File: config.mk
export PLATFORM = sky130hd
export DESIGN_NAME = cmx_top
export DESIGN_NICKNAME = d
export VERILOG_FILES = /design/src/cmx_pkg.sv /design/src/cmx_dm.sv /design/src/cmx_bcd.sv /design/src/cmx_top.sv
export VERILOG_INCLUDE_DIRS = /design/src
export SDC_FILE = /design/constraint.sdc
export NUM_CORES = 1
export LEC_CHECK = 0
export BUFFER_PORTS_ARGS = -buffer_cell sky130_fd_sc_hd__buf_2
export CELL_PAD_IN_SITES_DETAIL_PLACEMENT = 0
export CELL_PAD_IN_SITES_GLOBAL_PLACEMENT = 1
export CORE_MARGIN = 5
export CORE_UTILIZATION = 55
export CTS_CLUSTER_DIAMETER = 40
export DETAILED_ROUTE_END_ITERATION = 16
export PLACE_DENSITY_LB_ADDON = 0.3
export SLEW_MARGIN = 40
export SYNTH_ARGS = -nofsm -noshare
export SYNTH_HDL_FRONTEND = slang
export SYNTH_SLANG_ARGS = --single-unit
File: constraint.sdc
create_clock -name pclk -period 12.2 [get_ports pclk]
set_input_delay 1.83 -clock pclk [delete_from_list [all_inputs] [get_ports pclk]]
set_output_delay 1.83 -clock pclk [all_outputs]
set_load 0.01 [all_outputs]
File: src/cmx_cfg.svh
// Constants for the compare and move executor
`ifndef CMX_CFG_SVH
`define CMX_CFG_SVH
`define CMX_OFF_CTRL 12'h000
`define CMX_OFF_CMPA 12'h004
`define CMX_OFF_CMPB 12'h008
`define CMX_OFF_SRC 12'h00c
`define CMX_OFF_PTR 12'h010
`define CMX_OFF_DEST 12'h014
`define CMX_OFF_FLAGS 12'h018
`define CMX_OFF_LIMIT 12'h01c
`define CMX_CTRL_CMP_EXEC 0
`define CMX_CTRL_MOV_EXEC 1
`define CMX_CTRL_MOV_EDGE 2
`define CMX_CTRL_SRC_IND 3
`define CMX_CTRL_GO 4
`define CMX_FLAG_GREATER 0
`define CMX_FLAG_EQUAL 1
`define CMX_FLAG_LESS 2
`define CMX_FLAG_ERROR 3
`define CMX_ADDR_GREATER 16'd25505
`define CMX_ADDR_EQUAL 16'd25506
`define CMX_ADDR_LESS 16'd25507
`define CMX_MEM_LIMIT_RST 16'h1fff
`define CMX_WORD_RST 16'h0000
`endif

File: src/cmx_pkg.sv
// Types for the compare and move executor
package cmx_pkg;
	typedef logic [15:0] cmx_word_t;
	typedef enum logic [1:0] {CMX_IDLE = 2'b00, CMX_FETCH = 2'b01, CMX_EXEC = 2'b11} cmx_state_t;
endpackage : cmx_pkg

File: src/cmx_dm.sv
// Small data memory with registered read data
`timescale 1ns/1ps
module cmx_mem #(
	parameter int AW = 6
) (
	// Clock
	input wire logic pclk,
	// Write port
	input wire logic we,
	input wire logic [AW-1:0] waddr,
	input wire logic [15:0] wdata,
	// Read port
	input wire logic [AW-1:0] raddr,
	output logic [15:0] rdata
);
	logic [15:0] mem [0:(1<<AW)-1];
	always_ff @(posedge pclk) begin
		if (we) begin
			mem[waddr] <= wdata;
		end
		rdata <= mem[raddr];
	end
endmodule : cmx_mem

File: src/cmx_bcd.sv
// BCD check and conversion of a four-digit pointer
`timescale 1ns/1ps
module cmx_bcd (
	// Pointer in
	input wire logic [15:0] bcd,
	// Result out
	output logic valid,
	output logic [15:0] bin
);
	always_comb begin
		valid = 1'b1;
		for (int i = 0; i < 4; i++) begin
			if (bcd[4*i +: 4] > 4'h9) begin
				valid = 1'b0;
			end
		end
		bin = 16'(bcd[15:12]) * 16'd1000 + 16'(bcd[11:8]) * 16'd100 + 16'(bcd[7:4]) * 16'd10 + 16'(bcd[3:0]);
	end
endmodule : cmx_bcd

File: src/cmx_top.sv
// Word compare and word copy execution with APB register access
//
// The APB interface to the registers and the register addresses were chosen for this implementation.
`timescale 1ns/1ps
`include "cmx_cfg.svh"
module cmx_top #(
	parameter int MEM_AW = 6
) (
	// Clock and reset
	input wire logic pclk,
	input wire logic presetn,
	// APB slave
	input wire logic psel,
	input wire logic penable,
	input wire logic pwrite,
	input wire logic [11:0] paddr,
	input wire logic [31:0] pwdata,
	output logic [31:0] prdata,
	output logic pready,
	output logic pslverr,
	// Flag outputs
	output logic greater_flag,
	output logic equal_flag,
	output logic less_flag,
	output logic error_flag,
	// Destination word
	output cmx_pkg::cmx_word_t dest_word
);
	import cmx_pkg::*;

	cmx_state_t state_q;
	cmx_word_t first_compare_word_q;
	cmx_word_t second_compare_word_q;
	cmx_word_t src_q;
	cmx_word_t ptr_q;
	cmx_word_t mem_limit_q;
	logic cmp_exec_q;
	logic mov_exec_q;
	logic mov_edge_q;
	logic src_ind_q;
	logic mov_prev_q;
	logic go_q;
	logic ptr_ok;
	cmx_word_t ptr_bin;
	logic [15:0] mem_rdata;
	logic mem_we;
	logic [MEM_AW-1:0] mem_waddr;
	cmx_word_t operand;
	logic ptr_bad;
	logic run_copy;

	logic wr_en;
	logic rd_setup;
	assign wr_en = psel & penable & pwrite;
	assign rd_setup = psel & ~penable & ~pwrite;
	assign pready = 1'b1;

	function automatic logic hit(input logic [11:0] a, input logic [11:0] off);
		hit = (a == off);
	endfunction : hit

	function automatic logic mapped(input logic [11:0] a);
		mapped = (a[11:5] == 7'h00) && (a[1:0] == 2'b00);
	endfunction : mapped

	// Zero extension of a word into the bus width
	function automatic logic [31:0] zext(input cmx_word_t w);
		zext = {16'h0, w};
	endfunction : zext

	assign pslverr = psel & penable & ~mapped(paddr);

	// Control write and scan activity
	logic ctrl_wr;
	logic busy;
	assign ctrl_wr = wr_en && hit(paddr, `CMX_OFF_CTRL);
	assign busy = state_q != CMX_IDLE;

	// Memory load through the destination offset: index in bits 21:16, word in bits 15:0
	assign mem_we = wr_en && hit(paddr, `CMX_OFF_DEST) && pwdata[31];
	assign mem_waddr = pwdata[16+MEM_AW-1:16];

	cmx_bcd u_bcd (
		.bcd(ptr_q),
		.valid(ptr_ok),
		.bin(ptr_bin)
	);

	cmx_mem #(
		.AW(MEM_AW)
	) u_mem (
		.pclk(pclk),
		.we(mem_we),
		.waddr(mem_waddr),
		.wdata(pwdata[15:0]),
		.raddr(ptr_bin[MEM_AW-1:0]),
		.rdata(mem_rdata)
	);

	// Indirect pointer must be BCD and within the area
	assign ptr_bad = src_ind_q && (!ptr_ok || ptr_bin > mem_limit_q || ptr_bin >= 16'(1 << MEM_AW));
	assign operand = src_ind_q ? mem_rdata : src_q;
	assign run_copy = mov_edge_q ? (mov_exec_q && !mov_prev_q) : mov_exec_q;

	// Control register
	always_ff @(posedge pclk or negedge presetn) begin
		if (!presetn) begin
			cmp_exec_q <= 1'b0;
			mov_exec_q <= 1'b0;
			mov_edge_q <= 1'b0;
			src_ind_q <= 1'b0;
		end else if (ctrl_wr) begin
			cmp_exec_q <= pwdata[`CMX_CTRL_CMP_EXEC];
			mov_exec_q <= pwdata[`CMX_CTRL_MOV_EXEC];
			mov_edge_q <= pwdata[`CMX_CTRL_MOV_EDGE];
			src_ind_q <= pwdata[`CMX_CTRL_SRC_IND];
		end
	end

	// Scan start pulse
	always_ff @(posedge pclk or negedge presetn) begin
		if (!presetn) begin
			go_q <= 1'b0;
		end else begin
			go_q <= ctrl_wr && pwdata[`CMX_CTRL_GO] && !busy;
		end
	end

	// Operand registers
	always_ff @(posedge pclk or negedge presetn) begin
		if (!presetn) begin
			first_compare_word_q <= `CMX_WORD_RST;
			second_compare_word_q <= `CMX_WORD_RST;
			src_q <= `CMX_WORD_RST;
		end else if (wr_en) begin
			if (hit(paddr, `CMX_OFF_CMPA)) begin
				first_compare_word_q <= pwdata[15:0];
			end else if (hit(paddr, `CMX_OFF_CMPB)) begin
				second_compare_word_q <= pwdata[15:0];
			end else if (hit(paddr, `CMX_OFF_SRC)) begin
				src_q <= pwdata[15:0];
			end
		end
	end

	// Indirect pointer register
	always_ff @(posedge pclk or negedge presetn) begin
		if (!presetn) begin
			ptr_q <= `CMX_WORD_RST;
		end else if (wr_en && hit(paddr, `CMX_OFF_PTR)) begin
			ptr_q <= pwdata[15:0];
		end
	end

	// Highest valid pointer
	always_ff @(posedge pclk or negedge presetn) begin
		if (!presetn) begin
			mem_limit_q <= `CMX_MEM_LIMIT_RST;
		end else if (wr_en && hit(paddr, `CMX_OFF_LIMIT)) begin
			mem_limit_q <= pwdata[15:0];
		end
	end

	// Scan sequencer: fetch waits one cycle for memory read data
	always_ff @(posedge pclk or negedge presetn) begin
		if (!presetn) begin
			state_q <= CMX_IDLE;
		end else begin
			case (state_q)
				CMX_IDLE: begin
					if (go_q) begin
						state_q <= CMX_FETCH;
					end
				end
				CMX_FETCH: begin
					state_q <= CMX_EXEC;
				end
				CMX_EXEC: begin
					state_q <= CMX_IDLE;
				end
				default: begin
					state_q <= CMX_IDLE;
				end
			endcase
		end
	end

	// Previous copy condition, sampled once per scan
	always_ff @(posedge pclk or negedge presetn) begin
		if (!presetn) begin
			mov_prev_q <= 1'b0;
		end else if (state_q == CMX_EXEC) begin
			mov_prev_q <= mov_exec_q;
		end
	end

	// Unsigned three-way compare: exactly one result bit is set
	function automatic logic [2:0] compare3(input cmx_word_t a, input cmx_word_t b);
		if (a > b) begin
			compare3 = 3'b001;
		end else if (a == b) begin
			compare3 = 3'b010;
		end else begin
			compare3 = 3'b100;
		end
	endfunction : compare3

	// Scan execution strobes
	logic [2:0] cmp_res;
	logic scan_run;
	logic cmp_run;
	logic copy_run;
	assign cmp_res = compare3(first_compare_word_q, second_compare_word_q);
	assign scan_run = state_q == CMX_EXEC;
	assign cmp_run = scan_run && cmp_exec_q;
	assign copy_run = scan_run && run_copy && !ptr_bad;

	// Destination word
	always_ff @(posedge pclk or negedge presetn) begin
		if (!presetn) begin
			dest_word <= `CMX_WORD_RST;
		end else if (copy_run) begin
			dest_word <= operand;
		end
	end

	// Greater flag
	always_ff @(posedge pclk or negedge presetn) begin
		if (!presetn) begin
			greater_flag <= 1'b0;
		end else if (cmp_run) begin
			greater_flag <= cmp_res[0];
		end
	end

	// Less flag
	always_ff @(posedge pclk or negedge presetn) begin
		if (!presetn) begin
			less_flag <= 1'b0;
		end else if (cmp_run) begin
			less_flag <= cmp_res[2];
		end
	end

	// Equal flag; copy and compare run in the same cycle and copy takes priority
	always_ff @(posedge pclk or negedge presetn) begin
		if (!presetn) begin
			equal_flag <= 1'b0;
		end else if (copy_run) begin
			equal_flag <= operand == 16'h0000;
		end else if (cmp_run) begin
			equal_flag <= cmp_res[1];
		end
	end

	// Error flag, rewritten on every executed scan
	always_ff @(posedge pclk or negedge presetn) begin
		if (!presetn) begin
			error_flag <= 1'b0;
		end else if (scan_run) begin
			error_flag <= (cmp_exec_q || run_copy) && ptr_bad;
		end
	end

	// Read data, loaded in the setup cycle
	always_ff @(posedge pclk or negedge presetn) begin
		if (!presetn) begin
			prdata <= 32'h0000_0000;
		end else if (rd_setup) begin
			if (hit(paddr, `CMX_OFF_CTRL)) begin
				prdata <= {27'h0, 1'b0, src_ind_q, mov_edge_q, mov_exec_q, cmp_exec_q};
			end else if (hit(paddr, `CMX_OFF_CMPA)) begin
				prdata <= zext(first_compare_word_q);
			end else if (hit(paddr, `CMX_OFF_CMPB)) begin
				prdata <= zext(second_compare_word_q);
			end else if (hit(paddr, `CMX_OFF_SRC)) begin
				prdata <= zext(src_q);
			end else if (hit(paddr, `CMX_OFF_PTR)) begin
				prdata <= zext(ptr_q);
			end else if (hit(paddr, `CMX_OFF_DEST)) begin
				prdata <= zext(dest_word);
			end else if (hit(paddr, `CMX_OFF_FLAGS)) begin
				prdata <= {27'h0, busy, error_flag, less_flag, equal_flag, greater_flag};
			end else if (hit(paddr, `CMX_OFF_LIMIT)) begin
				prdata <= zext(mem_limit_q);
			end else begin
				prdata <= 32'h0000_0000;
			end
		end
	end
endmodule : cmx_top

==> Word level (Yosys, flattened, before mapping) <==
Memories as Yosys holds them, arrays and structs flattened. A register that Yosys moved wholly into a read port is not among the register bits.
Cells that the tools add are included.
{ "op_classes": {"n_addsub": 3, "mul": 3, "div_mod_pow": 0, "n_lt_le_gt_ge": 7, "eq_ne": 11, "shift": 0, "n_mux": 22, "bitwise": 10, "n_reduce_logical": 31} }
{ "op_table": {"columns": ["op", "count"], "rows": [
  ["16-bit 2-to-1 mux", 9],
  ["12-bit by 5-bit == test with 1-bit output (second input constant)", 4],
  ["16-bit > comparator", 2],
  ["12-bit by 4-bit == test with 1-bit output (second input constant)", 2],
  ["16-bit by 4-bit adder with 16-bit output", 1],
  ["16-bit by 8-bit adder with 16-bit output", 1],
  ["16-bit == test", 1],
  ["16-bit by 7-bit >= comparator with 1-bit output (second input constant)", 1],
  ["4-bit > comparator (second input constant)", 4],
  ["16-bit zero test", 1],
  ["14-bit by 11-bit adder with 15-bit output", 1],
  ["1-bit logical AND", 14],
  ["12-bit by 3-bit == test with 1-bit output (second input constant)", 1],
  ["12-bit zero test", 1],
  ["4-bit by 7-bit multiplier with 11-bit output (second input constant)", 1],
  ["4-bit by 5-bit multiplier with 9-bit output (second input constant)", 1],
  ["1-bit 2-to-1 mux", 9],
  ["7-bit zero test", 1],
  ["4-bit by 3-bit multiplier with 7-bit output (second input constant)", 1],
  ["3-bit 2-to-1 mux", 2],
  ["1-bit AND", 5],
  ["1-bit NOT", 5],
  ["1-bit zero test", 4],
  ["2-bit zero test", 2],
  ["10 further kinds", 13]
]} }
{ "word_totals": {"regBits": 140, "latchBits": 0, "ram_bits": 1024, "mem_bits_ro": 0, "in_bits": 49, "output_inout_bits": 54, "memories": 1} }
{ "mem_list": {"columns": ["memory", "words", "word_bits", "rd", "rd_clocked_by_memory_dff", "write_ports", "line", "source"], "rows": [
  ["u_mem.mem", 64, 16, 1, 1, 1, "cmx_dm.sv:16", "logic [15:0] mem [0:(1<<AW)-1];"]
]} }

==> Logic depth before layout (Yosys ltp) <==
{ "logic_depth": {"word_depth": 12, "mapped_depth": 31, "mapped_depth_nobuf": 26} }

==> Hierarchy <==
From an unflattened synthesis, not the netlist that was laid out.
{ "hier_totals": {"cells_unflattened": 2622, "area_unflattened_um2": 48565.3} }
{ "by_module_without_submodules": {"columns": ["module", "instances", "cells_per_inst", "area_per_inst_um2", "seq_area_each_um2"], "rows": [
  ["cmx_mem", 1, 1829, 40042.2, 31069.8],
  ["cmx_top", 1, 611, 6844.1, 3119.2],
  ["cmx_bcd", 1, 182, 1679.1, 0.0]
]} }

==> Worst setup path after synthesis <==
No wires, ideal clock.
{ "synth_timing": {"path_type": "register -> register", "startpoint": "register ptr_q[13]", "endpoint": "register dest_word[10]", "t_arrival_ns": 6.770, "slack_ns": 5.343, "stages_incl_launch_ff": 30, "n_path_buf": 6, "cell_sequence": "dfrtp_1 -> fa_1 -> inv_1 -> fa_1 -> inv_1 -> ha_1 -> a21oi_1 -> xnor2_1 -> ha_1 -> or4b_1 -> and3_1 -> buf_6 -> a211oi_4 -> and3_1 -> o21ai_1 -> xnor2_1 -> clkbuf_1 -> buf_2 -> ha_1 -> o21ai_0 -> a2111oi_0 -> a211o_1 -> a21oi_1 -> o311a_1 -> clkbuf_1 -> nand2_1 -> or4_1 -> buf_4 -> buf_8 -> a211oi_2"} }
{ "synth_via": {"elab_chain_cells": 10} }
{ "synth_lines": {"columns": ["element", "line", "source"], "rows": [
  ["start, declared", "cmx_top.sv:35", "cmx_word_t ptr_q;"],
  ["start signal, assigned", "cmx_top.sv:149", "ptr_q <= `CMX_WORD_RST;"],
  ["start signal, assigned", "cmx_top.sv:151", "ptr_q <= pwdata[15:0];"],
  ["4-bit by 7-bit multiplier with 11-bit output", "cmx_bcd.sv:17", "bin = 16'(bcd[15:12]) * 16'd1000 + 16'(bcd[11:8]) * 16'd100 + 16'(bcd[7:4]) * 16'd10 + 16'(bcd[3:0]);"],
  ["14-bit by 11-bit adder with 15-bit output", "cmx_bcd.sv:17", null],
  ["16-bit by 8-bit adder with 16-bit output", "cmx_bcd.sv:17", null],
  ["16-bit by 4-bit adder with 16-bit output", "cmx_bcd.sv:17", null],
  ["16-bit > comparator", "cmx_top.sv:101", "assign ptr_bad = src_ind_q && (!ptr_ok || ptr_bin > mem_limit_q || ptr_bin >= 16'(1 << MEM_AW));"],
  ["1-bit logical OR", "cmx_top.sv:101", null],
  ["1-bit logical OR (*)", "cmx_top.sv:101", null],
  ["1-bit logical AND (*)", "cmx_top.sv:101", null],
  ["1-bit zero test (*)", "cmx_top.sv:216", "assign copy_run = scan_run && run_copy && !ptr_bad;"],
  ["1-bit logical AND (*)", "cmx_top.sv:216", null],
  ["end signal, assigned", "cmx_top.sv:221", "dest_word <= `CMX_WORD_RST;"],
  ["end signal, assigned", "cmx_top.sv:223", "dest_word <= operand;"],
  ["end, declared", "cmx_top.sv:27", "output cmx_pkg::cmx_word_t dest_word"]
]} }
Mark *: on every way between the ends. The rest lies on a longest branch, timed or not.
A chain may end at the register's enable or synchronous reset.

==> Worst setup path after layout <==
{ "layout_timing": {"startpoint": "register ptr_q[13]", "endpoint": "register equal_flag"} }
{ "layout_via": {"elab_chain_cells": 11} }
{ "layout_lines": {"columns": ["element", "line", "source"], "rows": [
  ["4-bit by 7-bit multiplier with 11-bit output", "cmx_bcd.sv:17", null],
  ["14-bit by 11-bit adder with 15-bit output", "cmx_bcd.sv:17", null],
  ["16-bit by 8-bit adder with 16-bit output", "cmx_bcd.sv:17", null],
  ["16-bit by 4-bit adder with 16-bit output", "cmx_bcd.sv:17", null],
  ["16-bit > comparator", "cmx_top.sv:101", null],
  ["1-bit logical OR", "cmx_top.sv:101", null],
  ["1-bit logical OR (*)", "cmx_top.sv:101", null],
  ["1-bit logical AND (*)", "cmx_top.sv:101", null],
  ["1-bit zero test (*)", "cmx_top.sv:216", null],
  ["1-bit logical AND (*)", "cmx_top.sv:216", null],
  ["1-bit 2-to-1 mux or 2-bit nonzero test (tied branches)", null, null],
  ["end signal, assigned", "cmx_top.sv:252", "equal_flag <= cmp_res[1];"],
  ["end, declared", "cmx_top.sv:23", "output logic equal_flag,"]
]} }
Marks and branches as above.

==> results_dict.tcl <==
set metrics [dict create \
    status "complete, no violations" \
    antenna_found_initial 12 \
    numCtsBuffers 139 \
    grt_pass1_wl_mm 165.1 \
    via_count 24575 \
    drive_gt1_share_pct 30.92 \
    utilization_pct 63.66 \
    min_from "prdata[12]" \
    cts.sinks 1164 \
    finalHoldViolCount 0 \
    grt_usage_pct 23.75 \
    avgSynthCellArea_um2 19.54 \
    synthTopCellsByArea "edfxtp_1 64%, mux4_2 16%, dfrtp_1 5.7%, ha_1 2.1%, mux2_2 1.5%" \
    crit_start "ptr_q[13]" \
    async_reset_ff_share_pct 10.65 \
    io_pins 103 \
    rows 108 \
    dp_hpwl_mm 66.02 \
    tightest_slew_ns 0.8374 \
    die_h_um 306.5 \
    post_cts_buffers 0 \
    drt-initial-drc-count 2683 \
    placed_cells 3684 \
    grt-ovfl-total 0 \
    start_kind "register" \
    ys_warn_count 0 \
    critPathSlowestCell "or4_1" \
    p_per_area_mw_per_mm2 156.7 \
    synth.distinct_cells 71 \
    syn-instance-count 2474 \
    area_growth_pct 14.58 \
    wirelength_mm 110.8 \
    cts_root_buf "clkbuf_16" \
    synthFlopType "edfxtp_1" \
    finClkSkew_ns 0.02271 \
    fin_nets 2818 \
    holdBufCountCts 0 \
    port-buffer-count 76 \
    report.final.slew_viol_count 0 \
    grt_max_degree 92 \
    cts.repair.resized 0 \
    yosys.cell_count.top_type "edfxtp_1" \
    r2r-start "ptr_q[13]" \
    ant_nets 0 \
    synth_edf_count 1024 \
    leakage_uw 0.01900 \
    layout_min_cycle_time_ns 7.961 \
    dr.pass1.iters 5 \
    vias_per_cell 6.225 \
    rsz0062_at_grt "false" \
    synth-seq-cells 1164 \
    fillers 5842 \
    drt-wirelength-per-cell_um 28.06 \
    yosysTopAreaCell "edfxtp_1" \
    grt_pass1_vias 25235 \
    synth.yosys.seq_area_share_pct 70.71 \
    final-setup-viol-count 0 \
    end_kind "register" \
    worstPathMaxFanout 20 \
    h-tree-depth 4 \
    drc 0 \
    clockBufferDepth 3 \
    gp_congestion 0.8485 \
    core_area_mm2 0.08702 \
    die_w_um 306.5 \
    peakVddDrop_uv 133.4 \
    instances_no_fill 3948 \
    hold_class "register to register" \
    fin_tns_setup_ns 0 \
    cp_slowest_stage_delay_ns 0.79 \
    cap_violations 0 \
    worstPathCellList "fa_1 -> inv_1 -> fa_1 -> inv_1 -> ha_1 -> a21oi_1 -> xnor2_1 -> ha_1 -> or4b_1 -> and3_1 -> a211oi_4 -> and3_1 -> o21ai_1 -> xnor2_1 -> buf_4 -> ha_1 -> nand4_1 -> nor4_1 -> nor3b_1 -> a21oi_1 -> o311a_1 -> nand2_1 -> or4_1 -> a31o_2" \
    cts_tree "built" \
    yosysTopAreaCellShare_pct 63.59 \
    syn_area_mm2 0.04835 \
    cp.required_ns 12.80 \
    crit_type "register to register" \
    period_share_pct 65.25 \
    worst_path_most_repeated_cell "ha_1" \
    max_freq_ghz 0.1256 \
    relSlewSlack_pct 43.87 \
    dieArea_mm2 0.09394 \
    synth_top_cells_by_count "1,024 x edfxtp_1, 346 x mux4_2, 152 x nor2_1" \
    initial_core_util_pct 55.56 \
    cts.clk_slew.worst_paths_ns 0.05 \
    clk_latency_ns 0.73 \
    crit_arrival_ns 8.56 \
]
==> cell families after synthesis <==
group | count (synthesis) | synth area share [%]
AOI/OAI and AO/OA | 178 | 2.572
other | 2 | 0.01553
xor gates and xnor gates | 23 | 0.4166
and+or+nand+nor | 361 | 3.465
buffers and inverters | 203 | 1.757
muxes | 448 | 18.41
DFF | 1164 | 70.71
adders and majority gates | 95 | 2.660
==> per-layer routing <==
layer / wire length (um) / global-route usage, % / vias up / share of wire [%]
met4: 2217 / 6.018 / 4 / 2.0
met5: 27 / 0 / - / 0.024
met3: 9001 / 5.003 / 164 / 8.1
li1: - / - / 10492 / -
met2: 54270 / 37.93 / 1037 / 49
met1: 45270 / 34.43 / 12878 / 41
==> final cells by class <==
class | count | area, um^2 | share of cell area [%]
Antenna cell | 8 | 20.02 | 0.03614
Clock buffer | 163 | 3641 | 6.572
Clock inverter | 89 | 1089 | 1.965
Inverter | 66 | 247.7 | 0.4472
Multi-Input combinational cell | 1123 | 13460 | 24.29
Sequential cell | 1164 | 34190 | 61.72
Tap cell | 1155 | 1445 | 2.609
Timing Repair Buffer | 180 | 1306 | 2.358
==> final timing paths <==
path,endpoint,slack [ns],cells past startpoint
max,equal_flag,4.24,24
min,prdata[12],0.46,2
max reg2reg,equal_flag,4.24,24
min reg2reg,prdata[12],0.46,2
max in group asynchronous,mem_limit_q[10],9.93,3
min in group asynchronous,prdata[0],1.11,1
==> cell usage in the layout, fill, tap and decap left out, types with 19 or more instances in the layout <==
cell type | Yosys | routed
clkbuf_16 | 0 | 141
mux4_2 | 346 | 346
nand2_1 | 85 | 84
clkbuf_1 | 86 | 19
edfxtp_1 | 1024 | 1024
nor4_1 | 23 | 22
dfrtp_1 | 111 | 109
buf_2 | 1 | 74
o21ai_0 | 49 | 49
ha_1 | 82 | 80
mux2i_1 | 36 | 36
a21oi_1 | 36 | 36
nand3_1 | 29 | 28
mux2_2 | 65 | 65
buf_4 | 18 | 90
inv_1 | 66 | 66
nor2_1 | 152 | 150
==> registers in the layout, summed over array words and instances (netlist names), 2 cells and up <==
register,flops
second_compare_word_q,16
first_compare_word_q,16
ptr_q,16
u_mem.mem,1024
mem_limit_q,16
state_q,2
prdata,16
dest_word,16
src_q,16
u_mem.rdata,16
==> report_power, final <==
group,internal (uW),switching [uW]
sequential,4340,1.45
clock,2550,1630
combinational,39.4,124
total,6920,1760
==> worst max-delay path: cells and delay by family, from the launching register on <==
| kind | cells | cell delay [ns] |
|---|---|---|
| and+or+nand+nor | 8 | 2.50 |
| adders and majority gates | 5 | 2.19 |
| AOI/OAI and AO/OA | 6 | 1.83 |
| DFF | 1 | 0.54 |
| xor gates and xnor gates | 2 | 0.39 |
| buffers and inverters | 3 | 0.37 |
==> metrics by stage <==
step,area [um^2],power (uW),setup WS [ns],hold slack [ns]
2_1_floorplan,48410,4483,5.343,0.4367
3_3_place_gp,50440,4570,4.459,0.4474
3_5_place_dp,50540,4580,4.259,0.4647
4_1_cts,55270,8743,4.255,0.4744
5_1_grt,55380,8948,3.724,0.4932
6_report,55400,8683,4.239,0.4647
No activity file was read; power rests on OpenSTA's default activity.
